[src/hdl/tone_xcvr_pkg.sv]
// constants and types shared by the tone transceiver register block
package tone_xcvr_pkg;
  // ----------------------------------------------------------------------
  // register select values
  // ----------------------------------------------------------------------
  localparam logic SEL_DATA = 1'b0;
  localparam logic SEL_CTRL = 1'b1;
  // ----------------------------------------------------------------------
  // control register a field positions
  // ----------------------------------------------------------------------
  localparam int CRA_TONE_OUT  = 0;
  localparam int CRA_MODE      = 1;
  localparam int CRA_IRQ_EN    = 2;
  localparam int CRA_SEL_B     = 3;
  // ----------------------------------------------------------------------
  // control register b field positions
  // ----------------------------------------------------------------------
  localparam int CRB_NO_BURST  = 0;
  localparam int CRB_TEST      = 1;
  localparam int CRB_SINGLE    = 2;
  localparam int CRB_COLUMN    = 3;
  // ----------------------------------------------------------------------
  // status field positions
  // ----------------------------------------------------------------------
  localparam int ST_IRQ        = 0;
  localparam int ST_TX_READY   = 1;
  localparam int ST_RX_FULL    = 2;
  localparam int ST_DELAYED    = 3;
  // ----------------------------------------------------------------------
  // reset values
  // ----------------------------------------------------------------------
  localparam logic [3:0] CTRL_A_RESET = 4'h0;
  localparam logic [3:0] CTRL_B_RESET = 4'h0;
  localparam logic [3:0] CODE_RESET   = 4'h0;
  // ----------------------------------------------------------------------
  // timing
  // ----------------------------------------------------------------------
  localparam int CLK_PERIOD_NS   = 40;
  localparam int BURST_TIME_MS   = 51;
  localparam int BURST_CYCLES    = BURST_TIME_MS * 1000000 / CLK_PERIOD_NS;
  localparam int CNT_W           = 22;
  typedef enum logic [1:0] {TX_IDLE, TX_BURST, TX_PAUSE} burst_state_t;
endpackage

[src/hdl/burst_timer.sv]
// tone burst and pause sequencer with base or doubled-length timing
`timescale 1ns/1ps
module burst_timer #(
  parameter int BASE_CYCLES = tone_xcvr_pkg::BURST_CYCLES
) (
  // clock and reset
  input  wire logic                 core_clk,
  input  wire logic                 reset_n,
  // control
  input  wire logic                 start,
  input  wire logic                 double_len,
  // status
  output logic                      burst_on,
  output logic                      done
);
  import tone_xcvr_pkg::*;

  burst_state_t           state_r;
  logic [CNT_W:0]         cnt_r;
  logic [CNT_W:0]         len;

  // call progress doubles burst and pause
  assign len = double_len ? (CNT_W+1)'(2 * BASE_CYCLES)
                          : (CNT_W+1)'(BASE_CYCLES);

  always_ff @(posedge core_clk) begin
    if (!reset_n) begin
      state_r <= TX_IDLE;
      cnt_r   <= '0;
      done    <= 1'b0;
    end else begin
      done <= 1'b0;
      case (state_r)
        TX_IDLE: begin
          if (start) begin
            state_r <= TX_BURST;
            cnt_r   <= len - 1'b1;
          end
        end
        TX_BURST: begin
          if (cnt_r == '0) begin
            state_r <= TX_PAUSE;
            cnt_r   <= len - 1'b1;
          end else begin
            cnt_r <= cnt_r - 1'b1;
          end
        end
        TX_PAUSE: begin
          if (cnt_r == '0) begin
            state_r <= TX_IDLE;
            done    <= 1'b1;
          end else begin
            cnt_r <= cnt_r - 1'b1;
          end
        end
        default: state_r <= TX_IDLE;
      endcase
    end
  end

  assign burst_on = (state_r == TX_BURST);

  property p_burst_len;
    @(posedge core_clk) disable iff (!reset_n)
    $rose(burst_on) && !double_len |-> burst_on [*8];
  endproperty
  a_burst_len: assert property (p_burst_len)
    else $error("burst ended too early");
  property p_done_idle;
    @(posedge core_clk) disable iff (!reset_n)
    done |-> !burst_on && $past(state_r) == TX_PAUSE;
  endproperty
  a_done_idle: assert property (p_done_idle)
    else $error("ready pulse outside pause end");
endmodule

[src/hdl/tone_xcvr_regs.sv]
// host register bank and control logic of the tone transceiver
`timescale 1ns/1ps
module tone_xcvr_regs #(
  parameter int BURST_LEN = tone_xcvr_pkg::BURST_CYCLES
) (
  // clock and reset
  input  wire logic       core_clk,
  input  wire logic       reset_n,
  // host bus
  input  wire logic       chip_sel_n,
  input  wire logic       register_select_line,
  input  wire logic       read_not_write,
  input  wire logic       bus_strobe,
  input  wire logic [3:0] wdata,
  output logic      [3:0] rdata,
  output logic            rdata_oe,
  // receiver side
  input  wire logic       rx_valid,
  input  wire logic [3:0] rx_code,
  input  wire logic       rx_absent,
  input  wire logic       cp_tone_det,
  // transmitter side
  output logic      [3:0] tx_code,
  output logic            tone_on,
  output logic            single_tone,
  output logic            column_group,
  output logic            call_progress_mode,
  // shared interrupt / tone pin, open drain
  input  wire logic       interrupt_tone_pin_in,
  output logic            interrupt_tone_pin_out,
  output logic            interrupt_tone_pin_oe
);
  import tone_xcvr_pkg::*;

  // ----------------------------------------------------------------------
  // registers
  // ----------------------------------------------------------------------
  logic [3:0] control_reg_a_r;
  logic [3:0] control_reg_b_r;
  logic [3:0] rx_code_r;
  logic       ready_r;
  logic       full_r;
  logic       delayed_r;
  logic       irq_r;
  logic       b_next_r;
  logic       rd_pend_r;
  logic       rd_d_r;
  logic       burst_on;
  logic       burst_done;
  logic       bus_hit;
  logic       wr;
  logic       rd;
  logic       tx_wr;
  logic       rd_stat;
  logic       rd_end;
  logic       tone_mode_select;
  logic       no_burst;
  logic       irq_en;
  logic       pin_low;

  // pure: an assign only re-runs when the arguments change
  function automatic logic acc(input logic hit, input logic rnw,
                               input logic rs, input logic want_rd,
                               input logic sel);
    acc = hit && (rnw == want_rd) && (rs == sel);
  endfunction

  assign tone_mode_select = control_reg_a_r[CRA_MODE];
  assign no_burst         = control_reg_b_r[CRB_NO_BURST];
  assign irq_en           = control_reg_a_r[CRA_IRQ_EN];
  assign bus_hit          = !chip_sel_n && bus_strobe;
  assign wr               = acc(bus_hit, read_not_write, register_select_line,
                                1'b0, SEL_CTRL);
  assign tx_wr            = acc(bus_hit, read_not_write, register_select_line,
                                1'b0, SEL_DATA);
  assign rd_stat          = acc(bus_hit, read_not_write, register_select_line,
                                1'b1, SEL_CTRL);
  assign rd               = acc(bus_hit, read_not_write, register_select_line,
                                1'b1, SEL_DATA) || rd_stat;
  // strobe falling edge ends a pending status read cycle
  assign rd_end           = rd_d_r && !rd && rd_pend_r;

  // ----------------------------------------------------------------------
  // control registers
  // ----------------------------------------------------------------------
  always_ff @(posedge core_clk) begin
    if (!reset_n) begin
      control_reg_a_r <= CTRL_A_RESET;
      control_reg_b_r <= CTRL_B_RESET;
      b_next_r        <= 1'b0;
    end else if (wr) begin
      if (b_next_r) begin
        control_reg_b_r <= wdata;
        b_next_r        <= 1'b0;
      end else begin
        control_reg_a_r <= wdata;
        b_next_r        <= wdata[CRA_SEL_B];
      end
    end
  end

  always_ff @(posedge core_clk) begin
    if (!reset_n) begin
      tx_code <= CODE_RESET;
    end else if (tx_wr) begin
      tx_code <= wdata;
    end
  end

  // ----------------------------------------------------------------------
  // transmitter controls
  // ----------------------------------------------------------------------
  burst_timer #(
    .BASE_CYCLES (BURST_LEN)
  ) u_burst (
    .core_clk   (core_clk),
    .reset_n    (reset_n),
    .start      (tx_wr && !no_burst),
    .double_len (tone_mode_select),
    .burst_on   (burst_on),
    .done       (burst_done)
  );

  always_ff @(posedge core_clk) begin
    if (!reset_n) begin
      tone_on            <= 1'b0;
      single_tone        <= 1'b0;
      column_group       <= 1'b0;
      call_progress_mode <= 1'b0;
    end else begin
      // non-burst: tone follows enable alone
      tone_on <= control_reg_a_r[CRA_TONE_OUT]
                 && (no_burst || burst_on);
      single_tone        <= control_reg_b_r[CRB_SINGLE];
      column_group       <= control_reg_b_r[CRB_COLUMN];
      call_progress_mode <= tone_mode_select;
    end
  end

  // ----------------------------------------------------------------------
  // receive code and flags
  // ----------------------------------------------------------------------
  always_ff @(posedge core_clk) begin
    if (!reset_n) begin
      rx_code_r <= CODE_RESET;
    end else if (rx_valid && !tone_mode_select) begin
      rx_code_r <= rx_code;
    end
  end

  // tracks that a status read is in progress
  always_ff @(posedge core_clk) begin
    if (!reset_n) begin
      rd_d_r    <= 1'b0;
      rd_pend_r <= 1'b0;
    end else begin
      rd_d_r <= rd;
      if (rd_stat) begin
        rd_pend_r <= 1'b1;
      end else if (rd_end) begin
        rd_pend_r <= 1'b0;
      end
    end
  end

  // set wins over clear in the same cycle
  always_ff @(posedge core_clk) begin
    if (!reset_n) begin
      ready_r <= 1'b0;
    end else if (burst_done && !no_burst) begin
      ready_r <= 1'b1;
    end else if (rd_end || no_burst) begin
      ready_r <= 1'b0;
    end
  end

  always_ff @(posedge core_clk) begin
    if (!reset_n) begin
      full_r <= 1'b0;
    end else if (rx_valid && !tone_mode_select) begin
      full_r <= 1'b1;
    end else if (rd_end) begin
      full_r <= 1'b0;
    end
  end

  always_ff @(posedge core_clk) begin
    if (!reset_n) begin
      irq_r <= 1'b0;
    end else if ((burst_done && !no_burst)
                 || (rx_valid && !tone_mode_select)) begin
      irq_r <= 1'b1;
    end else if (rd_end) begin
      irq_r <= 1'b0;
    end
  end

  // read-proof: follows the receiver only
  always_ff @(posedge core_clk) begin
    if (!reset_n) begin
      delayed_r <= 1'b0;
    end else if (rx_valid) begin
      delayed_r <= 1'b0;
    end else if (rx_absent) begin
      delayed_r <= 1'b1;
    end
  end

  // ----------------------------------------------------------------------
  // read data
  // ----------------------------------------------------------------------
  // flags sampled before the clear at the end of the read
  always_ff @(posedge core_clk) begin
    if (!reset_n) begin
      rdata <= 4'h0;
    end else if (rd_stat) begin
      rdata <= {delayed_r, full_r, ready_r, irq_r};
    end else if (rd) begin
      rdata <= rx_code_r;
    end
  end

  assign rdata_oe = rd_d_r;

  // ----------------------------------------------------------------------
  // interrupt / tone pin
  // ----------------------------------------------------------------------
  always_comb begin
    pin_low = 1'b0;
    if (control_reg_b_r[CRB_TEST]) begin
      pin_low = !delayed_r;
    end else if (irq_en && tone_mode_select) begin
      pin_low = cp_tone_det;
    end else if (irq_en) begin
      pin_low = irq_r;
    end
  end

  // drive only low, never high
  assign interrupt_tone_pin_out = 1'b0;
  assign interrupt_tone_pin_oe  = pin_low;

  // ----------------------------------------------------------------------
  // checks
  // ----------------------------------------------------------------------
  property p_cp_no_decode;
    @(posedge core_clk) disable iff (!reset_n)
    tone_mode_select && !rd_end |=> $stable(rx_code_r) && !$rose(full_r);
  endproperty
  a_cp_no_decode: assert property (p_cp_no_decode)
    else $error("decode during call progress");
  property p_b_route;
    @(posedge core_clk) disable iff (!reset_n)
    wr && b_next_r |=> $stable(control_reg_a_r) && !b_next_r;
  endproperty
  a_b_route: assert property (p_b_route)
    else $error("control b write misrouted");
  property p_irq_pin;
    @(posedge core_clk) disable iff (!reset_n)
    irq_r && irq_en && !tone_mode_select && !control_reg_b_r[CRB_TEST]
    |-> interrupt_tone_pin_oe;
  endproperty
  a_irq_pin: assert property (p_irq_pin)
    else $error("interrupt not driven");
  property p_irq_or;
    @(posedge core_clk) disable iff (!reset_n)
    ready_r || full_r |-> irq_r;
  endproperty
  a_irq_or: assert property (p_irq_or)
    else $error("irq flag missing");
  property p_rd_clear;
    @(posedge core_clk) disable iff (!reset_n)
    rd_end && !rx_valid && !burst_done |=> !full_r && !irq_r;
  endproperty
  a_rd_clear: assert property (p_rd_clear)
    else $error("flags not cleared by read");
  property p_nb_ready;
    @(posedge core_clk) disable iff (!reset_n)
    no_burst |=> !ready_r;
  endproperty
  a_nb_ready: assert property (p_nb_ready)
    else $error("ready set in non-burst");
  property p_delayed;
    @(posedge core_clk) disable iff (!reset_n)
    rx_valid |=> !delayed_r;
  endproperty
  a_delayed: assert property (p_delayed)
    else $error("delayed steering not cleared");
  property p_test_pin;
    @(posedge core_clk) disable iff (!reset_n)
    control_reg_b_r[CRB_TEST] |-> interrupt_tone_pin_oe == !delayed_r;
  endproperty
  a_test_pin: assert property (p_test_pin)
    else $error("test pin wrong");
  property p_od;
    @(posedge core_clk) disable iff (!reset_n)
    interrupt_tone_pin_out == 1'b0;
  endproperty
  a_od: assert property (p_od)
    else $error("pin driven high");
  property p_stat_old;
    @(posedge core_clk) disable iff (!reset_n)
    rd_stat && !rd_pend_r |=> rdata[ST_RX_FULL] == $past(full_r);
  endproperty
  a_stat_old: assert property (p_stat_old)
    else $error("status read value wrong");
  property p_tx_write;
    @(posedge core_clk) disable iff (!reset_n)
    tx_wr |=> tx_code == $past(wdata);
  endproperty
  a_tx_write: assert property (p_tx_write)
    else $error("transmit code not stored");
  property p_ready_set;
    @(posedge core_clk) disable iff (!reset_n)
    burst_done && !no_burst |=> ready_r && irq_r;
  endproperty
  a_ready_set: assert property (p_ready_set)
    else $error("ready not set after pause");
  property p_rx_load;
    @(posedge core_clk) disable iff (!reset_n)
    rx_valid && !tone_mode_select |=> rx_code_r == $past(rx_code) && full_r;
  endproperty
  a_rx_load: assert property (p_rx_load)
    else $error("receive code not loaded");

  c_burst: cover property (@(posedge core_clk) burst_done);
  c_rx: cover property (@(posedge core_clk) $rose(full_r));
  c_rdclr: cover property (@(posedge core_clk) rd_end && irq_r);
  c_crb: cover property (@(posedge core_clk) wr && b_next_r);
  c_cp_pin: cover property (@(posedge core_clk)
    tone_mode_select && irq_en && interrupt_tone_pin_oe);
endmodule

[config.mk]
export PLATFORM = sky130hd
export DESIGN_NAME = tone_xcvr_regs
export DESIGN_NICKNAME = d
export VERILOG_FILES = /design/src/hdl/tone_xcvr_pkg.sv /design/src/hdl/burst_timer.sv /design/src/hdl/tone_xcvr_regs.sv
export SDC_FILE = /design/constraint.sdc
export NUM_CORES = 1
export LEC_CHECK = 0
export BUFFER_PORTS_ARGS = -buffer_cell sky130_fd_sc_hd__clkbuf_2
export CORE_MARGIN = 1
export CORE_UTILIZATION = 40
export CTS_CLUSTER_SIZE = 25
export DETAILED_ROUTE_END_ITERATION = 7
export MAX_ROUTING_LAYER = met4
export PLACE_DENSITY = 0.67
export REMOVE_ABC_BUFFERS = 1
export SLEW_MARGIN = 10
export SYNTH_ARGS = -nofsm -noshare
export SYNTH_HDL_FRONTEND = slang
export SYNTH_SLANG_ARGS = --single-unit
[constraint.sdc]
create_clock -name core_clk -period 6.1 [get_ports core_clk]
set_clock_uncertainty 0.2 [all_clocks]
set_input_delay 1.22 -clock core_clk [delete_from_list [all_inputs] [get_ports core_clk]]
set_output_delay 1.22 -clock core_clk [all_outputs]
set_load 0.01 [all_outputs]
# --- Word level (Yosys, flattened, before mapping) ---
# Cells that the tools add are included.
# Widths: inputs -> output; s select.
classes:
  bitwise: 4
  reduce_logical: 37
  n_eq_ne: 6
  muxes: 22
  n_addsub: 2
op_table:
  columns: ["op", "count"]
  rows:
  - ["$mux 23", 3]
  - ["$pmux 23 s3", 1]
  - ["$sub 23x1->23 const B", 2]
  - ["$logic_not 23->1", 1]
  - ["$mux 22", 1]
  - ["$logic_and 1x1->1", 14]
  - ["$mux 1", 11]
  - ["$reduce_bool 2->1", 5]
  - ["$mux 4", 2]
  - ["$mux 2", 3]
  - ["$ne 2x1->1 const B", 3]
  - ["$pmux 2 s3", 1]
  - ["$reduce_and 2->1", 3]
  - ["$reduce_and 3->1", 2]
  - ["$logic_not 1->1", 5]
  - ["$logic_or 1x1->1", 4]
  - ["$not 1->1", 4]
  - ["$reduce_bool 3->1", 1]
  - ["$eq 2x1->1 const B", 1]
  - ["$eq 2x2->1 const B", 1]
  - ["$logic_not 2->1", 1]
  - ["$ne 2x2->1 const B", 1]
  - ["$reduce_or 2->1", 1]
totals:
  regBits: 56
  wordCells: 90
  output_inout_bits: 15

# --- Longest topological paths before layout ---
# Gate-level depths: netlist (run 1).
depth:
  word_depth: 11
  depth_mapped: 9

# --- Modules after synthesis ---
# Synthesis (run 1) repeated with hierarchy kept, for this count alone.
unflattened:
  hier_cells: 341
  hier_area_um2: 2986.6
by_module_without_submodules:
  columns: ["mod", "cells_each", "instances", "area_each_um2"]
  rows:
  - ["burst_timer", 221, 1, 1778.0]
  - ["tone_xcvr_regs", 120, 1, 1208.7]

# --- Least setup slack after synthesis (run 1) ---
# Ideal clock, no wire load.
synth_path:
  kind: "input to register"
  startpoint: "input port register_select_line"
  endpoint: "register u_burst.cnt_r[15]"
  slack_ps: 2948
  arrival_ps: 2835
  setup_ps: 117
  cell_stages: 7
  cell_sequence: "clkbuf_1 nor4b_2 o2bb2ai_1 o21a_1 clkbuf_1 o21ai_0 a32o_1"
synth_between:
  elab_chain_len: 5
synth_lines:
  columns: ["element", "line", "rtl"]
  rows:
  - ["start, declared", "tone_xcvr_regs.sv:11", "input wire logic register_select_line,"]
  - ["$not 1->1", "tone_xcvr_regs.sv:65", "acc = hit && (rnw == want_rd) && (rs == sel);"]
  - ["$logic_and 1x1->1", "tone_xcvr_regs.sv:65", null]
  - ["$logic_and 1x1->1", "tone_xcvr_regs.sv:118", ".start (tx_wr && !no_burst),"]
  - ["$ne 2x1->1 (no source line)", null, null]
  - ["$reduce_and 3->1 (no source line)", null, null]
  - ["end signal, assigned", "burst_timer.sv:43", "cnt_r <= len - 1'b1;"]
  - ["end signal, assigned", "burst_timer.sv:45", "cnt_r <= cnt_r - 1'b1;"]
  - ["end signal, assigned", "burst_timer.sv:53", "cnt_r <= cnt_r - 1'b1;"]
  - ["end, declared", "burst_timer.sv:19", "logic [CNT_W:0] cnt_r;"]
# Every way passes these cells.
# A chain may end at the register's enable or synchronous reset.

# --- Worst setup path in the final report (run 1) ---
layout_path:
  startpoint: "input port register_select_line"
  endpoint: "register u_burst.cnt_r[12]"
# The elaborated chain is that of the path after synthesis.

==> impl_metrics.py, run 1 <==
metrics = {
    "floorplanning": {
        "die_w_um": 87.4,
        "start_util_pct": 42.3,
        "core_um2": 6910,
        "dieArea_um2": 7640,
        "rows": 30,
        "dieHeight_um": 87.4,
        "ioPinCount": 33,
    },
    "routing": {
        "wl_met3_um": 321,
        "drtAntennaViolNets": 0,
        "highest_layer": "met4",
        "drt_iter0_markers": 107,
        "vias": 2536,
        "drc": 0,
        "wl_met1_um": 3190,
        "routedWlPerCell_um": 14.1,
        "firstDrtPassIters": 4,
        "totalWireLength_um": 6540,
        "met2_length_um": 2960,
        "via_per_inst": 5.45,
    },
    "critical_path": {
        "rr_worst_depth": 7,
        "end_kind": "register",
        "timing.critical_path.buf_inv": 1,
        "worstPathMaxFanout": 12,
        "cp-start-kind": "input pin",
        "cp_num_cells": 7,
        "cp_top_family": "simple AND/OR/NAND/NOR gates",
        "critPathCapture": "u_burst.cnt_r[12]",
        "reg2reg_from": "u_burst.state_r[0]",
        "r2r_end": "u_burst.cnt_r[12]",
        "crit_arrival_ps": 3660,
        "slowest_stage": "nor4b_2",
        "rrSetupSlack_ps": 3340,
        "crit_chain": "clkbuf_2 -> nor4b_2 -> o2bb2ai_1 -> o21a_1 -> and2_0 -> nor2b_1 -> a32o_1",
        "setup.worst_path.class": "input pin to register",
        "cpPeakStageDelay_ps": 520,
        "crit_path_start": "register_select_line",
        "cp.required_ps": 6160,
    },
    "power": {
        "power.leakage_nw": 1.34,
        "ir_worst_vdd_v": 0.000195,
        "p_per_area_nw_per_um2": 362,
        "intPower_w": 0.000697,
        "swShare_pct": 40.5,
        "combPwrFrac_pct": 40.4,
        "power.switching_w": 0.000474,
        "seqPwrFrac_pct": 38.4,
        "p_clk_share_pct": 21.2,
        "report.power.total_w": 0.00117,
    },
    "logic_synthesis": {
        "yosys_warnings": 0,
        "synth_compound_area_share_pct": 21.2,
        "synth-seq-cells": 56,
        "synth_edf_count": 0,
        "ys_seq_area_share_pct": 38.4,
        "async_flop_share_pct": 0,
        "synth_xor_area_share_pct": 1.80,
        "synth_top_family_by_area": "simple AND/OR/NAND/NOR gates",
        "yosysUniqueCellTypes": 53,
        "synth_cells": 349,
        "yosys.area_share.simple_pct": 25.7,
        "yosys_most_used_dff": "dfxtp_1",
        "syn_area_um2": 2920,
        "syn_avg_cell_area_um2": 8.36,
        "synth_mux_area_share_pct": 5.53,
        "synthAdderAreaFrac_pct": 3.00,
    },
    "placed_design": {
        "gp_congestion": 0.869,
        "dp_slack_ps": 2170,
        "numPortBuffers": 30,
        "hpwl_um": 4630,
    },
    "timing": {
        "hold_slack_ps": 241,
        "hold_viol": 0,
        "grt_setup_unrepaired": "false",
        "period_needed_ps": 3600,
        "tns_ps": 0,
        "period_share_pct": 59.0,
        "drv_slew": 0,
        "worstMarginPinSlew_ps": 780,
        "relSlewSlack_pct": 47.7,
        "setup_ws_ps": 2500,
        "finalSetupViolations": 0,
        "fmax_mhz": 278,
    },
    "final_layout": {
        "layout.nets": 393,
        "n_antenna_cell": 0,
        "syn_to_final_growth_pct": 10.7,
        "final_cell_mix": "56 x dfxtp_1, 39 x nand2_1, 30 x clkbuf_2, 28 x o21ai_0, 19 x nor3_1",
        "seqCellArea_um2": 1120,
        "multi_input_area_um2": 1680,
        "layout_commonest_cell": "dfxtp_1",
        "layout-drive-gt1-share_pct": 13.0,
        "fin_util_pct": 46.8,
        "num-fill-cells": 710,
    },
    "clock_tree": {
        "cts_max_level": 2,
        "numCtsBuffers": 5,
        "cts_tree": "built",
        "cts_setup_buffers": 0,
        "cts_sinks": 56,
        "worstSkewPairLatency_ps": 310,
        "postCtsHoldBufs": 0,
        "root_buffer": "clkbuf_8",
        "clockBufferDepth": 2,
        "clk_pin_slew_ps": 100,
        "postCtsResizedCells": 0,
    },
    "global_route": {
        "antenna_found_initial": 0,
        "grt_pass1_wl_um": 11100,
        "grtUsageTotal_pct": 18.9,
        "grt_max_degree": 34,
        "grt_overflow": 0,
        "grt_pass1_vias": 2392,
    },
    "run": {
        "max_cap_viol_count": 0,
    },
    "outcome": {
        "outcome": "complete, no violations",
    },
    "min_path": {
        "hp-class": "register to register",
    },
}
## flip-flops by register name, summed over array words and instances (netlist names)
register,flops
tx_code,4
control_reg_a_r,3
rx_code_r,4
tone_on,1
single_tone,1
delayed_r,1
control_reg_b_r,4
u_burst.state_r,2
full_r,1
call_progress_mode,1
b_next_r,1
rdata_oe,1
u_burst.cnt_r,23
rd_pend_r,1
column_group,1
irq_r,1
rdata,4
ready_r,1
u_burst.done,1
## worst reg2reg max path, cell delays in order, from the launching register on
cell	delay [ps]
dfxtp_1	390
inv_1	100
ha_1	210
o2bb2ai_1	400
o21a_1	450
and2_0	380
nor2b_1	390
a32o_1	180
## how the worst min path moves through the flow
stage,from,end,slack (ps),depth (start not counted)
detailed placement,control_reg_a_r[0],tone_on,230,2
floorplan,control_reg_a_r[0],tone_on,210,2
CTS,control_reg_a_r[0],tone_on,240,2
global route,control_reg_a_r[0],tone_on,260,2
finish,control_reg_a_r[0],tone_on,240,2
global placement,control_reg_a_r[0],tone_on,220,2
## per-layer routing
layer	vias up	track usage, %
met3	7	2.94
met5	-	-
met1	1167	23.9
met4	0	6.86
li1	1296	-
met2	66	30.4
## cell families (layout without fill, tap and decap cells)
group,count (synthesis),count (layout)
DFF,56,56
buffers and inverters,31,51
and+or+nand+nor,140,140
other,1,1
xor gates and xnor gates,6,6
adders and majority gates,7,7
muxes,16,16
AOI/OAI and AO/OA,92,92
## layout make-up
type	count	area share, %
clock buffers	6	2.25
clock inverters	2	1.20
inverters	12	1.39
multi-input cells	262	51.9
flip-flops and latches	56	34.7
well taps	96	3.72
repair buffers	31	4.88
## cells in the mapped netlist (6+ instances only)
library cell	instances	area share [%]
dfxtp_1	56	38
nand2_1	39	5.0
o21ai_0	28	4.8
nor3_1	19	3.3
nor2_1	18	2.3
a21oi_1	17	2.9
clkbuf_1	16	2.1
nor2b_1	16	3.4
mux2i_1	15	5.1
inv_1	12	1.5
a21boi_0	10	2.6
a32o_1	7	2.4
ha_1	7	3.0
nor3b_1	7	1.8
nand3_1	6	1.0
## power groups by stage
stage / Sequential, W / Combinational [W] / Clock [W]
floorplan: 0.000447 / 0.000359 / 0
global placement: 0.000455 / 0.000462 / 0
detailed placement: 0.000456 / 0.000468 / 0
CTS: 0.000448 / 0.000472 / 0.000256
global route: 0.000456 / 0.000533 / 0.000273
finish: 0.000449 / 0.000473 / 0.000248
## metrics by stage
stage / instances / instance area (um^2)
4_1_cts: 465 / 3230
6_report: 465 / 3230
2_1_floorplan: 330 / 2840
3_5_place_dp: 457 / 3120
3_3_place_gp: 457 / 3120
5_1_grt: 465 / 3230
No activity file was read; power rests on OpenSTA's default activity.
==> inputs of run 2 (changes only) <==
--- a/config.mk
+++ b/config.mk
@@ -5,13 +5,14 @@
 export SDC_FILE = /design/constraint.sdc
 export NUM_CORES = 1
 export LEC_CHECK = 0
+export ABC_AREA = 1
 export BUFFER_PORTS_ARGS = -buffer_cell sky130_fd_sc_hd__clkbuf_2
 export CORE_MARGIN = 1
 export CORE_UTILIZATION = 40
 export CTS_CLUSTER_SIZE = 25
 export DETAILED_ROUTE_END_ITERATION = 7
 export MAX_ROUTING_LAYER = met4
-export PLACE_DENSITY = 0.67
+export PLACE_DENSITY = 0.69
 export REMOVE_ABC_BUFFERS = 1
 export SLEW_MARGIN = 10
 export SYNTH_ARGS = -nofsm -noshare
==> constraint.sdc (replaced) <==
create_clock -name core_clk -period 3.2 [get_ports core_clk]
set_clock_uncertainty 0.2 [all_clocks]
set_input_delay 0.64 -clock core_clk [delete_from_list [all_inputs] [get_ports core_clk]]
set_output_delay 0.64 -clock core_clk [all_outputs]
set_load 0.01 [all_outputs]
==> run 2 against run 1 <==
  * Cell area increased by 3.5%
  * Power increased to 2.8 times the previous value
  * Worst setup slack got worse by 1600 ps
  * Clock-buffer cell count unchanged
  * Combinational power increased to 4.1 times the previous value
  * Non-clock buffer count increased by 2
==> impl_metrics.py, run 2 <==
metrics = {
    "final_layout": {
        "layout_commonest_cell": "nand2_1",
        "multi_input_area_um2": 1660,
        "post-route-cell-area_um2": 3340,
        "final_cell_mix": "96 x nand2_1, 64 x nor2_1, 56 x dfxtp_1, 42 x inv_1, 39 x o21ai_0",
        "n_antenna_cell": 0,
        "seqCellArea_um2": 1120,
        "syn_to_final_growth_pct": 10.5,
        "largest_reg_flops": 23,
        "num-fill-cells": 788,
        "fin_cells": 572,
        "layout-drive-gt1-share_pct": 17.1,
        "largest_register": "u_burst.cnt_r",
        "layout.nets": 497,
    },
    "routing": {
        "drtAntennaViolNets": 0,
        "routedWlPerCell_um": 12.0,
        "drc": 0,
        "vias": 2861,
        "via_per_inst": 5.00,
        "drt_iter0_markers": 179,
        "firstDrtPassIters": 4,
        "totalWireLength_um": 6840,
    },
    "timing": {
        "hold_viol": 0,
        "fmax_mhz": 441,
        "relSlewSlack_pct": 61.4,
        "grt_setup_unrepaired": "false",
        "period_share_pct": 70.9,
        "drv_slew": 0,
        "tns_ps": 0,
        "worstMarginPinSlew_ps": 578,
        "finalSetupViolations": 0,
        "period_needed_ps": 2270,
    },
    "logic_synthesis": {
        "ys_seq_area_share_pct": 37.1,
        "yosys_most_used_dff": "dfxtp_1",
        "syn_area_um2": 3030,
        "synthTopCellsByCount": "96 x nand2_1, 64 x nor2_1, 56 x dfxtp_1",
        "synth_top_area_share_pct": 37.1,
        "syn_avg_cell_area_um2": 6.84,
        "yosys-top-cells-area": "dfxtp_1 37%, nand2_1 12%, nor2_1 7.9%",
        "yosys.area.top_type": "dfxtp_1",
        "yosysMostFrequentCell": "nand2_1",
        "synth_edf_count": 0,
        "synth-seq-cells": 56,
        "yosysUniqueCellTypes": 37,
        "async_flop_share_pct": 0,
        "yosys_warnings": 0,
        "synth_cells": 442,
    },
    "power": {
        "power.leakage_nw": 1.48,
        "ir_worst_vdd_v": 0.000590,
        "p_per_area_nw_per_um2": 997,
    },
    "outcome": {
        "outcome": "complete, no violations",
    },
    "critical_path": {
        "cp.required_ps": 3240,
        "slowest_stage": "a21oi_1",
        "crit_chain": "inv_1 -> ha_1 -> nand2_1 -> nor2_1 -> nand2_2 -> nor2_4 -> nand3_2 -> nand2_2 -> a21oi_1 -> nand2_1 -> a21oi_2",
        "cp-start-kind": "register",
        "setup.worst_path.class": "register to register",
        "end_kind": "register",
        "cpPeakStageDelay_ps": 450,
        "cp_top_family": "simple AND/OR/NAND/NOR gates",
        "worstPathMaxFanout": 14,
        "crit_arrival_ps": 2310,
        "timing.critical_path.buf_inv": 1,
    },
    "global_route": {
        "grt_pass1_wl_um": 11300,
        "grt_pass1_vias": 2577,
        "grt_max_degree": 34,
        "grtUsageTotal_pct": 18.7,
        "grt_overflow": 0,
        "antenna_found_initial": 0,
    },
    "floorplanning": {
        "die_w_um": 89.0,
        "core_um2": 7290,
        "start_util_pct": 41.5,
        "rows": 31,
        "dieHeight_um": 89.0,
        "ioPinCount": 33,
        "dieArea_um2": 7920,
    },
    "clock_tree": {
        "clockBufferDepth": 2,
        "postCtsResizedCells": 0,
        "cts_sinks": 56,
        "postCtsHoldBufs": 0,
        "cts_max_level": 2,
        "numCtsBuffers": 5,
        "clk_pin_slew_ps": 110,
        "cts_tree": "built",
        "root_buffer": "clkbuf_8",
        "worstSkewPairLatency_ps": 310,
        "cts_setup_buffers": 0,
    },
    "placed_design": {
        "numPortBuffers": 30,
        "place_area_um2": 3260,
        "gp_congestion": 0.979,
        "hpwl_um": 5180,
        "placed_cells": 564,
    },
    "min_path": {
        "hp-class": "register to register",
    },
    "run": {
        "max_cap_viol_count": 0,
    },
}
## run 2: cell count changes after synthesis, sizes merged, moves of 12 or more
cell / previous run / this run
a21oi: 17 / 43
inv: 12 / 47
mux2i: 15 / 0
nand2: 40 / 109
nand3: 6 / 27
nor2: 18 / 70
nor2b: 16 / 0
o21ai: 29 / 41
## run 2: layer usage
metal	vias up	share of wire (%)	global-route usage (%)
li1	1479	-	-
met1	1307	46	22.3
met2	69	49	33.0
met3	6	4.7	2.95
met4	0	0.61	4.47
met5	-	0	-
## run 2: path summary, 6_finish.rpt
| check | start | end | slack [ps] | cells after the start |
|---|---|---|---|---|
| setup / recovery | u_burst.cnt_r[0] | u_burst.cnt_r[20] | 930 | 11 |
| hold reg to reg | control_reg_b_r[2] | single_tone | 230 | 2 |
| hold / removal | control_reg_b_r[2] | single_tone | 230 | 2 |
| setup reg to reg | u_burst.cnt_r[0] | u_burst.cnt_r[20] | 930 | 11 |
## run 2: cell families after synthesis
group	Yosys count	synth area share, %
AOI/OAI and AO/OA	92	17.2
xor gates and xnor gates	6	1.74
adders and majority gates	7	2.89
buffers and inverters	57	8.02
DFF	56	37.1
other	1	0.124
and+or+nand+nor	223	32.9
## run 2: final cells by class
cell class | count | share of cell area [%]
clock buffers | 6 | 2.17
clock inverters | 2 | 0.412
inverters | 47 | 5.35
multi-input cells | 329 | 49.7
flip-flops and latches | 56 | 33.5
well taps | 99 | 3.70
repair buffers | 33 | 5.16
## run 2: per-stage QoR
| step | hold slack (ps) | utilization (%) | setup WS, ps | power (W) |
|---|---|---|---|---|
| final | 230 | 45.9 | 932 | 0.00333 |
| after global routing | 251 | 45.9 | 718 | 0.00368 |
| after CTS | 228 | 45.9 | 932 | 0.00333 |
| after floorplan | 200 | - | 973 | 0.00248 |
| after detailed placement | 212 | 44.7 | 644 | 0.00293 |
| after global placement | 210 | 44.7 | 672 | 0.00289 |
## run 2: power breakdown
| group | switching (W) | internal, W |
|---|---|---|
| clock | 0.000232 | 0.000157 |
| combinational | 0.00130 | 0.000633 |
| sequential | 0.000178 | 0.000838 |
## run 2: worst min-delay path, stage by stage (launching register included)
cell,delay (ps)
dfxtp_1,320
nand2_1,50
inv_1,30
